$ cat src/rcm_pkg.sv
// Purpose: constants for the compatibility configuration block
// Assumes: apb with 32-bit data, byte addresses
// Notes:   address filter module shares this file
`timescale 1ns/1ns
package rcm_pkg;
    localparam logic [7:0]  RCM_OFF_CTRL   = 8'h00;
    localparam logic [7:0]  RCM_OFF_CMD    = 8'h04;
    localparam logic [7:0]  RCM_OFF_STATUS = 8'h08;
    localparam logic [7:0]  RCM_OFF_ADDR   = 8'h0c;
    localparam logic [7:0]  RCM_OFF_GAP    = 8'h10;
    // ctrl fields
    localparam int          RCM_CTRL_TXA   = 0;
    localparam int          RCM_CTRL_RXA   = 1;
    localparam int          RCM_CTRL_FEC   = 2;
    // cmd fields
    localparam int          RCM_CMD_KIND   = 8;
    // status fields
    localparam int          RCM_ST_DONE    = 8;
    localparam int          RCM_ST_OK      = 9;
    localparam int          RCM_ST_REP     = 10;
    localparam int          RCM_ST_FEC     = 11;
    localparam int          RCM_ST_SCR     = 12;
    localparam int          RCM_ST_MOD     = 16;
    // reset values
    localparam logic [15:0] RCM_DEST_RST   = 16'h00ff;
    localparam logic [15:0] RCM_OWN_RST    = 16'h0000;
    localparam logic [15:0] RCM_BCAST      = 16'h00ff;
    localparam logic [4:0]  RCM_OPT_RST    = 5'h00;
    localparam logic [15:0] RCM_GAP_RST    = 16'h0100;
    localparam logic [31:0] RCM_SUPP_RST   = 32'h3ff0013f;
    // repeater arguments, ascii, then the option 3 number
    localparam logic [7:0]  RCM_REP_ON     = 8'h52;
    localparam logic [7:0]  RCM_REP_OFF    = 8'h4f;
    localparam logic [4:0]  RCM_OPT_RXA    = 5'h03;

    typedef enum logic [3:0] {
        RCM_NAT4  = 4'h0,
        RCM_NAT8  = 4'h1,
        RCM_NAT16 = 4'h2,
        RCM_TP4   = 4'h3,
        RCM_TPG   = 4'h4,
        RCM_RXGA  = 4'h5,
        RCM_RXGB  = 4'h6,
        RCM_FST   = 4'h7,
        RCM_VEND  = 4'h8
    } rcm_mod_e;
endpackage

//////////////////////////////////////////////////////////////////////////////
module rcm_addr_filter
    import rcm_pkg::*;
(
    input  wire logic        clk,
    input  wire logic        rst_b,
    input  wire logic        ce,
    input  wire logic        rx_en,
    input  wire logic        rx_valid,
    input  wire logic [15:0] rx_dest,
    input  wire logic [15:0] own_addr,
    output logic             accept,
    output logic             drop
);
    typedef struct packed {
        logic acc;
        logic drp;
    } rcm_flt_s;

    rcm_flt_s st_r;
    rcm_flt_s st_nxt;
    logic     hit;

    // accept only; no acknowledge or retransmit path exists
    always_comb begin
        hit = !rx_en || rx_dest == own_addr || rx_dest == RCM_BCAST;
        st_nxt = '0;
        st_nxt.acc = rx_valid && hit;
        st_nxt.drp = rx_valid && !hit;
    end

    always_ff @(posedge clk or negedge rst_b) begin
        if (!rst_b) begin
            st_r <= '0;
        end else if (ce) begin
            st_r <= st_nxt;
        end
    end

    assign accept = st_r.acc;
    assign drop   = st_r.drp;

    property p_filter;
        @(posedge clk) disable iff (!rst_b)
        ce && rx_valid && rx_en && rx_dest != own_addr
            && rx_dest != RCM_BCAST |=> !accept && drop;
    endproperty
    a_filter: assert property (p_filter)
        else $error("foreign address accepted");
endmodule

$ cat src/rcm_compat_cfg.sv
// Purpose: compatibility option select, repeater switch and addressing
// Assumes: command words arrive over apb from the serial command parser
// Notes:   modem datapaths sit outside; this block only steers them
//
// Behaviour
// - select command switches the air mode to the numbered option
// - select replies ok when supported, error when not allowed
// - option 0 is default native 4fsk; argument 0 restores it
// - 20: 8fsk fec off, 21: 8fsk fec on, 22: 16fsk fec on
// - 4fsk options 1, 23, 26, 28 fix fec and scrambling
// - gmsk options 2, 24, 27, 29 fix fec and scrambling
// - options 3 and 4 select gmsk reception for two transmitter families
// - fst options 5 and 25; option 8 is a vendor compatible mode
// - destination address used when tx addressing on; resets to 0x00ff
// - own address used when rx addressing on; resets to 0x0000
// - accept only own address or broadcast when rx addressing on
// - repeater available in all modes; argument R on, O off
// - option 3 forces native fec off, restored when mode left
// - native fec setting affects only the native transfer mode
// - all radios of a system share fec and scrambling settings
// - no acknowledge or retransmission in address filtering
// - third-party modes collect whole message, end found by idle gap
//
// Implementation choices: the address map and the APB slave port.
`timescale 1ns/1ns
module rcm_compat_cfg
    import rcm_pkg::*;
#(
    parameter logic [31:0] SUPPORTED = RCM_SUPP_RST
)
(
    input  wire logic        clk,
    input  wire logic        rst_b,
    input  wire logic        ce,
    input  wire logic        psel,
    input  wire logic        penable,
    input  wire logic        pwrite,
    input  wire logic [7:0]  paddr,
    input  wire logic [31:0] pwdata,
    output logic [31:0]      prdata,
    output logic             pready,
    output logic             pslverr,
    input  wire logic        ser_byte_valid,
    input  wire logic        rx_valid,
    input  wire logic [15:0] rx_dest,
    output logic [4:0]       compat_option,
    output logic [3:0]       mod_mode,
    output logic             fec_on,
    output logic             scramble_on,
    output logic             repeater_on,
    output logic [15:0]      tx_dest,
    output logic             tx_dest_en,
    output logic             reply_ok,
    output logic             reply_err,
    output logic             msg_ready,
    output logic             rx_accept,
    output logic             rx_drop
);
    typedef struct packed {
        logic [31:0] rdata;
        logic        rdy;
        logic        err;
        logic        txa_en;
        logic        rxa_en;
        logic        nat_fec;
        logic [4:0]  opt;
        logic        rep;
        logic [15:0] dest;
        logic [15:0] own;
        logic [15:0] gap;
        logic [15:0] idle;
        logic        collecting;
        logic        done;
        logic        ok;
        logic        rok;
        logic        rerr;
        logic        mready;
        logic [3:0]  mode;
        logic        fec;
        logic        scr;
        logic [15:0] txd;
        logic        txd_en;
    } rcm_cfg_s;

    rcm_cfg_s st_r;
    rcm_cfg_s st_nxt;

    //////////////////////////////////////////////////////////////////////
    // option decode: {mode, fec, scrambling}; native fec only in option 0
    // fec and scrambling fixed per option except option 0 fec, so peers on any other option agree
    function automatic logic [5:0] decode(input logic [4:0] o,
                                          input logic       nfec);
        case (o)
            5'd0:    decode = {RCM_NAT4, nfec, 1'b0};
            5'd20:   decode = {RCM_NAT8, 2'b00};
            5'd21:   decode = {RCM_NAT8, 2'b10};
            5'd22:   decode = {RCM_NAT16, 2'b10};
            5'd1:    decode = {RCM_TP4, 2'b11};
            5'd23:   decode = {RCM_TP4, 2'b01};
            5'd26:   decode = {RCM_TP4, 2'b00};
            5'd28:   decode = {RCM_TP4, 2'b10};
            5'd2:    decode = {RCM_TPG, 2'b11};
            5'd24:   decode = {RCM_TPG, 2'b01};
            5'd27:   decode = {RCM_TPG, 2'b00};
            5'd29:   decode = {RCM_TPG, 2'b10};
            // native fec forced off here without touching the stored bit
            5'd3:    decode = {RCM_RXGA, 2'b00};
            5'd4:    decode = {RCM_RXGB, 2'b00};
            5'd5:    decode = {RCM_FST, 2'b11};
            5'd25:   decode = {RCM_FST, 2'b01};
            5'd8:    decode = {RCM_VEND, 2'b00};
            default: decode = {RCM_NAT4, 2'b00};
        endcase
    endfunction

    function automatic logic third_party(input logic [4:0] o);
        third_party = !(o == 5'd0 || o == 5'd20 || o == 5'd21
                        || o == 5'd22);
    endfunction

    //////////////////////////////////////////////////////////////////////
    logic       setup;
    logic       wr;
    logic [7:0] arg;
    logic       kind;
    logic [5:0] dec;
    logic       legal;

    always_comb begin
        st_nxt  = st_r;
        setup   = psel && !penable;
        wr      = psel && penable && st_r.rdy && pwrite;
        arg     = pwdata[7:0];
        kind    = pwdata[RCM_CMD_KIND];
        legal   = arg[7:5] == 3'b000 && SUPPORTED[arg[4:0]];
        st_nxt.rok  = 1'b0;
        st_nxt.rerr = 1'b0;
        // read data latched in setup so the answer is one flop deep
        st_nxt.rdy  = setup;
        st_nxt.err  = 1'b0;
        if (setup) begin
            st_nxt.rdata = 32'h0000_0000;
            if (paddr == RCM_OFF_CTRL) begin
                st_nxt.rdata[RCM_CTRL_TXA] = st_r.txa_en;
                st_nxt.rdata[RCM_CTRL_RXA] = st_r.rxa_en;
                st_nxt.rdata[RCM_CTRL_FEC] = st_r.nat_fec;
            end else if (paddr == RCM_OFF_CMD) begin
                st_nxt.rdata = 32'h0000_0000;
            end else if (paddr == RCM_OFF_STATUS) begin
                st_nxt.rdata[4:0]          = st_r.opt;
                st_nxt.rdata[RCM_ST_DONE]  = st_r.done;
                st_nxt.rdata[RCM_ST_OK]    = st_r.ok;
                st_nxt.rdata[RCM_ST_REP]   = st_r.rep;
                st_nxt.rdata[RCM_ST_FEC]   = st_r.fec;
                st_nxt.rdata[RCM_ST_SCR]   = st_r.scr;
                st_nxt.rdata[RCM_ST_MOD+:4] = st_r.mode;
            end else if (paddr == RCM_OFF_ADDR) begin
                st_nxt.rdata = {st_r.own, st_r.dest};
            end else if (paddr == RCM_OFF_GAP) begin
                st_nxt.rdata[15:0] = st_r.gap;
            end else begin
                st_nxt.err = 1'b1;
            end
        end
        if (wr) begin
            if (paddr == RCM_OFF_CTRL) begin
                st_nxt.txa_en  = pwdata[RCM_CTRL_TXA];
                st_nxt.rxa_en  = pwdata[RCM_CTRL_RXA];
                st_nxt.nat_fec = pwdata[RCM_CTRL_FEC];
            end else if (paddr == RCM_OFF_CMD) begin
                st_nxt.done = 1'b1;
                if (!kind) begin
                    if (legal) begin
                        st_nxt.opt = arg[4:0];
                        st_nxt.ok  = 1'b1;
                        st_nxt.rok = 1'b1;
                    end else begin
                        // refused: option untouched
                        st_nxt.ok   = 1'b0;
                        st_nxt.rerr = 1'b1;
                    end
                end else if (arg == RCM_REP_ON || arg == RCM_REP_OFF) begin
                    st_nxt.rep = arg == RCM_REP_ON;
                    st_nxt.ok  = 1'b1;
                    st_nxt.rok = 1'b1;
                end else begin
                    st_nxt.ok   = 1'b0;
                    st_nxt.rerr = 1'b1;
                end
            end else if (paddr == RCM_OFF_ADDR) begin
                st_nxt.dest = pwdata[15:0];
                st_nxt.own  = pwdata[31:16];
            end else if (paddr == RCM_OFF_GAP) begin
                st_nxt.gap = pwdata[15:0];
            end
        end
        dec         = decode(st_r.opt, st_r.nat_fec);
        st_nxt.mode = dec[5:2];
        st_nxt.fec  = dec[1];
        st_nxt.scr  = dec[0];
        // destination goes out only while tx addressing is on
        st_nxt.txd    = st_r.txa_en ? st_r.dest : RCM_BCAST;
        st_nxt.txd_en = st_r.txa_en;
        // message end found by an idle gap on the serial input
        st_nxt.mready = 1'b0;
        if (ser_byte_valid) begin
            st_nxt.idle       = 16'h0000;
            st_nxt.collecting = third_party(st_r.opt);
        end else if (st_r.collecting) begin
            if (st_r.idle >= st_r.gap) begin
                st_nxt.collecting = 1'b0;
                st_nxt.mready     = 1'b1;
            end else begin
                st_nxt.idle = st_r.idle + 16'h0001;
            end
        end
    end

    always_ff @(posedge clk or negedge rst_b) begin
        if (!rst_b) begin
            st_r      <= '0;
            st_r.opt  <= RCM_OPT_RST;
            st_r.dest <= RCM_DEST_RST;
            st_r.own  <= RCM_OWN_RST;
            st_r.gap  <= RCM_GAP_RST;
            st_r.txd  <= RCM_BCAST;
        end else if (ce) begin
            st_r <= st_nxt;
        end
    end

    //////////////////////////////////////////////////////////////////////
    // filter uses own address only when rx addressing is on
    rcm_addr_filter u_filt (
        .clk      (clk),
        .rst_b    (rst_b),
        .ce       (ce),
        .rx_en    (st_r.rxa_en),
        .rx_valid (rx_valid),
        .rx_dest  (rx_dest),
        .own_addr (st_r.own),
        .accept   (rx_accept),
        .drop     (rx_drop)
    );

    assign prdata        = st_r.rdata;
    assign pready        = st_r.rdy;
    assign pslverr       = st_r.err;
    assign compat_option = st_r.opt;
    assign mod_mode      = st_r.mode;
    assign fec_on        = st_r.fec;
    assign scramble_on   = st_r.scr;
    assign repeater_on   = st_r.rep;
    assign tx_dest       = st_r.txd;
    assign tx_dest_en    = st_r.txd_en;
    assign reply_ok      = st_r.rok;
    assign reply_err     = st_r.rerr;
    assign msg_ready     = st_r.mready;

    //////////////////////////////////////////////////////////////////////
    logic sel_wr;
    assign sel_wr = ce && wr && paddr == RCM_OFF_CMD && !kind;

    property p_sel_ok;
        @(posedge clk) disable iff (!rst_b)
        sel_wr && legal |=> reply_ok && compat_option == $past(arg[4:0]);
    endproperty
    a_sel_ok: assert property (p_sel_ok)
        else $error("supported option not applied");

    property p_sel_err;
        @(posedge clk) disable iff (!rst_b)
        sel_wr && !legal |=> reply_err && !reply_ok
            && $stable(compat_option);
    endproperty
    a_sel_err: assert property (p_sel_err)
        else $error("refused option changed state");

    property p_opt3_fec;
        @(posedge clk) disable iff (!rst_b)
        ce && compat_option == RCM_OPT_RXA ##1 ce |-> !fec_on;
    endproperty
    a_opt3_fec: assert property (p_opt3_fec)
        else $error("native fec not forced off in option 3");

    property p_native_fec;
        @(posedge clk) disable iff (!rst_b)
        ce && compat_option == 5'd0 && $stable(st_r.nat_fec)
            |=> fec_on == $past(st_r.nat_fec);
    endproperty
    a_native_fec: assert property (p_native_fec)
        else $error("native fec setting not applied");

    property p_opt21;
        @(posedge clk) disable iff (!rst_b)
        ce && compat_option == 5'd21 |=> mod_mode == RCM_NAT8 && fec_on;
    endproperty
    a_opt21: assert property (p_opt21)
        else $error("option 21 decode wrong");

    property p_opt1;
        @(posedge clk) disable iff (!rst_b)
        ce && compat_option == 5'h01
            |=> mod_mode == RCM_TP4 && fec_on && scramble_on;
    endproperty
    a_opt1: assert property (p_opt1)
        else $error("option 1 decode wrong");

    property p_opt25;
        @(posedge clk) disable iff (!rst_b)
        ce && compat_option == 5'h19
            |=> mod_mode == RCM_FST && !fec_on && scramble_on;
    endproperty
    a_opt25: assert property (p_opt25)
        else $error("option 25 decode wrong");

    property p_rx_open;
        @(posedge clk) disable iff (!rst_b)
        ce && rx_valid && !st_r.rxa_en |=> rx_accept && !rx_drop;
    endproperty
    a_rx_open: assert property (p_rx_open)
        else $error("frame dropped with rx addressing off");

    property p_rep;
        @(posedge clk) disable iff (!rst_b)
        ce && wr && paddr == RCM_OFF_CMD && kind && arg == RCM_REP_ON
            |=> repeater_on ##1 repeater_on || !ce || wr;
    endproperty
    a_rep: assert property (p_rep)
        else $error("repeater did not switch on");

    property p_txd;
        @(posedge clk) disable iff (!rst_b)
        ce && st_r.txa_en |=> tx_dest == $past(st_r.dest);
    endproperty
    a_txd: assert property (p_txd)
        else $error("destination address not driven");

    property p_gap;
        @(posedge clk) disable iff (!rst_b)
        msg_ready |-> $past(!ser_byte_valid) && third_party(compat_option);
    endproperty
    a_gap: assert property (p_gap)
        else $error("message end without idle gap");
endmodule

$ cat config.mk
export PLATFORM = sky130hd
export DESIGN_NAME = rcm_compat_cfg
export DESIGN_NICKNAME = d
export VERILOG_FILES = /design/src/rcm_pkg.sv /design/src/rcm_compat_cfg.sv
export SDC_FILE = /design/constraint.sdc
export NUM_CORES = 1
export LEC_CHECK = 0
export ABC_AREA = 1
export ABC_CLOCK_PERIOD_IN_PS = 5000
export BUFFER_PORTS_ARGS = -buffer_cell sky130_fd_sc_hd__buf_2
export CAP_MARGIN = 20
export CORE_MARGIN = 1
export CORE_UTILIZATION = 50
export DETAILED_ROUTE_END_ITERATION = 8
export GPL_TIMING_DRIVEN = 0
export MAX_ROUTING_LAYER = met4
export PLACE_DENSITY = 0.8
export SLEW_MARGIN = 20
export SYNTH_ARGS = -nofsm -noshare
export SYNTH_HDL_FRONTEND = slang
export SYNTH_HIERARCHICAL = 1
export SYNTH_SLANG_ARGS = --single-unit
$ cat constraint.sdc
create_clock -name clk -period 5 [get_ports clk]
set_input_delay 0.5 -clock clk [delete_from_list [all_inputs] [get_ports clk]]
set_output_delay 0.5 -clock clk [all_outputs]
set_load 0.02 [all_outputs]
# Word level (Yosys, flattened, before mapping)
# Memories as Yosys holds them, arrays and structs flattened.
# Cells that the tools add are included.
# word_totals
n_memories	1
regBits	138
in_bits	64
wordCells	123
rom_bits	32
out_inout_bits	68
# op_classes
bitwise	4
order_cmp	2
n_mux	36
n_addsub	1
n_eq_ne	25
n_reduce_logical	29
# mem_list
name	words	word_bits	read_ports	rd_ports_with_merged_regs	wr	line	text
(no name shown)	32	1	1	0	0	rcm_compat_cfg.sv:135	legal = arg[7:5] == 3'b000 && SUPPORTED[arg[4:0]];
# ops
operator	n
case mux 6 bit (17 select lines)	1
2-to-1 mux 16 bit	5
== test 5 bit, second input constant	10
2-to-1 mux 17 bit	2
2-to-1 mux 32 bit	1
2-to-1 mux 29 bit	1
AND reduction 6 bit	3
adder 16 x 1 -> 16 bit, second input constant	1
== test 16 bit	1
== test 16 x 8 -> 1 bit, second input constant	1
== test 8 x 4 -> 1 bit, second input constant	2
== test 8 x 7 -> 1 bit, second input constant	2
greater-or-equal comparator 16 bit	1
2-to-1 mux 1 bit	15
2-to-1 mux 12 bit	1
2-to-1 mux 3 bit	4
== test 5 x 2 -> 1 bit, second input constant	2
== test 5 x 3 -> 1 bit, second input constant	2
2-to-1 mux 5 bit	2
== test 8 x 3 -> 1 bit, second input constant	1
== test 8 x 5 -> 1 bit, second input constant	1
zero test 8 bit	1
logical AND 1 bit	7
logical OR 1 bit	6
other kinds (15)	24

# Depth between registers and ports, before layout
# logic_depth
ltp_word	8
ltp_mapped	16
mapped_depth_nobuf	15

# Cells and area by module
# Netlist, hierarchy kept.
# modules_own_cells
module	cells_per_inst	area_each_um2	instances
rcm_compat_cfg	844	7071.8	1
rcm_addr_filter	116	494.2	1

# Worst setup path after synthesis
# No wires, ideal clock.
# synth_timing
path_kind	reg2reg
from	register st_r[34] in the netlist's numbering
to	register st_r[40] in the netlist's numbering
path_stages_with_launch	15
t_required_ns	4.883
path_buffers	1
synth_period_minus_slack_ns	1.818
arrival_time_ns	1.701
setup_slack_ns	3.182
cell_sequence	dfrtp_1 -> ha_1 -> nand2_1 -> inv_1 -> nand2_1 -> nor2_1 -> nor2_1 -> nand2_1 -> nand2_1 -> nand3_1 -> nand2_2 -> nand2_1 -> buf_4 -> nand2_1 -> nand2_1
# synth_between
elab_chain_len	4
# synth_rtl
element	line	text
start, declared	rcm_compat_cfg.sv:85	rcm_cfg_s st_r;
start signal, assigned	rcm_compat_cfg.sv:228	st_r <= st_nxt;
adder 16 x 1 -> 16 bit	rcm_compat_cfg.sv:214	st_nxt.idle = st_r.idle + 16'h0001;
2-to-1 mux 16 bit	rcm_compat_cfg.sv:210	if (st_r.idle >= st_r.gap) begin
2-to-1 mux 17 bit	rcm_compat_cfg.sv:209	end else if (st_r.collecting) begin
2-to-1 mux 17 bit	rcm_compat_cfg.sv:206	if (ser_byte_valid) begin
# Parallel ways exist; a longest one is shown, timed or not. The select of a mux whose other input is x is not followed.
# A chain may end at the register's enable or synchronous reset.

# Worst setup path in the final report
# layout_timing
from	register st_r[42] in the netlist's numbering
to	register st_r[42] in the netlist's numbering
# The elaborated chain is that of the path after synthesis.

==> run summary <==
clock skew - 0.0104 ns
ys flop type - dfrtp_1
Reg area - 0.00347 sq mm
Clk pwr share - 0.505
Tightest Pin Transition - 0.764 ns
residual overflow from global routing - 0
Clock Pin Slew Worst Setup and Hold Paths - 0.06 ns
Routed Antenna Nets - 0
CTS H-tree lvls - 4
drt first pass iters - 8
Yosys top cell by area - dfrtp_1
Net Switching - 604 uW
Post-Syn Nets - 1041
cell count after synthesis - 960
Final Cycle Share - 0.444
CTS root buf - clkbuf_16
CTS tree - yes
Pwr Density - 283 mW/mm^2
vias in the first global route - 6346
Tmin final - 2.22 ns
initial core utilization - 0.517
critical path launch point type - flip-flop
max cap viols - 0
area of placed instances - 0.00849 sq mm
Combinational Power Share - 0.057
footprint of the multi-input gates - 0.00308 sq mm
clk_lat worst skew - 0.43 ns
commonest non-fill, non-tap cells in the layout - nand2_1, buf_2, dfrtp_1, inv_1, nor2_1
Int Power - 1980 uW
sw frac - 0.234
total track usage - 0.290
synthesized flop and latch total - 138
synthesis warning total - 6
input/output buffers - 131
R2R depth - 10
Data arrival, critical path - 2.53 ns
failing checks - DRC
Clock Sinks - 138
diode count - 0
final net count - 1193
DP Worst Slack - 2.78 ns
drt drc - 18
RSZ-0062 raised after global routing - no
cells resized by post-CTS repair - 0
total wire length - 20.8 mm
fill cell total of the finished layout - 1295
Pins Over Slew Limit - 0
Longest Clk Path Bufs - 2
initial DRC count - 598
area growth from synthesis to layout - 20.4%
Sequential Power Share - 0.438
commonest non-fill, non-tap cell in the layout - nand2_1
Worst EP required - 5.31 ns
post-synthesis sequential area ratio - 0.459
outcome - complete, but fails checks
Post-synth EDFFs - 0
Worst setup EP type - flip-flop
Final Setup Violations - 0
Min-Delay Path Depth - 2
CP Class - reg -> reg
antenna violations before repair - 0
setup total negative slack - 0 ns
Netlist Area Pre-Place - 0.00757 sq mm
worst-path maximum fanout - 10
Detailed Place HPWL - 15.4 mm
Design Area, Final - 0.00911 sq mm
routed len/inst - 15.9 microns
Via density - 5.21
die height - 125 microns
largest net degree at the start of global routing - 96
fin worst setup slack - 2.78 ns
vias - 6825
CTS Buf Count - 17
RD Place Congestion - 0.949
Unique masters post-synth - 39
post-synth top area share - 0.400
Max rail drop VDD - 258 uV
setup bufs post-CTS - 0
Avg Synthesized Cell Area - 7.88 sq um
CORE AREA - 0.0146 sq mm
first-pass GRT wire length - 33.8 mm
Synth area leaders - dfrtp_1, nand2_1, dfstp_2
share of layout cells above drive strength 1 - 0.245
hold crit path type - in -> reg
final hold vios - 0
P_leak - 0.00484 uW
fmax - 451 MHz
num rows - 44
Ports - 132
fraction of registers with async set/reset - 1.00
total die area - 0.0156 sq mm
Slew HR - 0.491
Die Span X - 125 microns
## sequential cells by signal, summed over array words and instances (netlist names), 4 cells and up
register,flops
compat_option,5
prdata,32
mod_mode,4
tx_dest,16
st_r,69
## synth_stat cells, types with 6 or more instances
library cell	instances
nor2_1	75
o21ai_0	67
dfstp_2	17
clkbuf_1	18
dfrtp_1	121
a21oi_1	27
buf_2	6
nor3_1	14
nand4_1	6
nand2_1	288
nand3_1	51
ha_1	17
mux2_4	15
inv_1	114
buf_4	58
a22o_1	6
## routing by layer
metal / wire, microns / vias to the layer above / GRT usage / share of wire
li1: - / 3305 / - / -
met1: 9350 / 3200 / 0.394 / 0.45
met2: 9540 / 272 / 0.435 / 0.46
met3: 1440 / 48 / 0.0492 / 0.069
met4: 519 / 0 / 0.111 / 0.025
met5: 0 / - / - / 0
## metrics by stage
| step | hold WS (ns) | util | power (uW) | std cells |
|---|---|---|---|---|
| global route | 0.297 | 0.622 | 2660 | 1309 |
| CTS | 0.291 | 0.622 | 2590 | 1309 |
| finish | 0.303 | 0.622 | 2580 | 1309 |
| detailed placement | 0.426 | 0.580 | 1290 | 1276 |
| floorplan | 0.204 | - | 1210 | 960 |
| global placement | 0.455 | 0.577 | 1290 | 1275 |
## worst max-delay path, stage by stage (launching register included)
cell and delay (ns):
dfrtp_1 0.43, ha_1 0.33, a21oi_1 0.15, o21ai_0 0.11
nor2_1 0.24, nand3_1 0.13, nand2_2 0.16, nand2_1 0.19
buf_4 0.23, nand2_1 0.06, nand2_1 0.05
## path summary, 6_finish.rpt
path | start | end | slack [ns]
max in group asynchronous | rst_b | tx_dest[7] | 3.63
hold / removal | pwdata[30] | st_r[75] | 0.30
setup reg to reg | st_r[42] | st_r[42] | 2.78
hold reg to reg | u_filt/drop | u_filt/drop | 0.47
min in group asynchronous | rst_b | st_r[29] | 0.57
setup / recovery | st_r[42] | st_r[42] | 2.78
## cell families after synthesis
| family | share of synthesized area |
|---|---|
| compound gates | 0.103 |
| xor+xnor | 0.00463 |
| fa+ha+maj | 0.0281 |
| buf+inv | 0.133 |
| flops | 0.459 |
| mux | 0.0298 |
| simple gates | 0.242 |
## area by class of cell
cell class | instances | share of cell area
Inverter | 121 | 0.0499
Buffer | 84 | 0.0610
Sequential cell | 138 | 0.381
Tap cell | 184 | 0.0253
Timing Repair Buffer | 133 | 0.0772
Clock inverter | 12 | 0.0180
Clock buffer | 20 | 0.0490
Multi-Input combinational cell | 617 | 0.338
## timing repair
item | 4_1_cts | 5_1_grt
setup endpoints to repair | 0 | 0
endpoints found under the hold margin | 40 | 0
hold buffers | 1 | 0
## power groups by stage
stage	Sequential, uW	Combinational [uW]	Clock (uW)
after detailed placement	1150	146	0
after CTS	1130	148	1310
final	1130	147	1300
after global placement	1150	141	0
after floorplan	1150	57.7	0
after global routing	1130	164	1360
No activity file was read; power rests on OpenSTA's default activity.
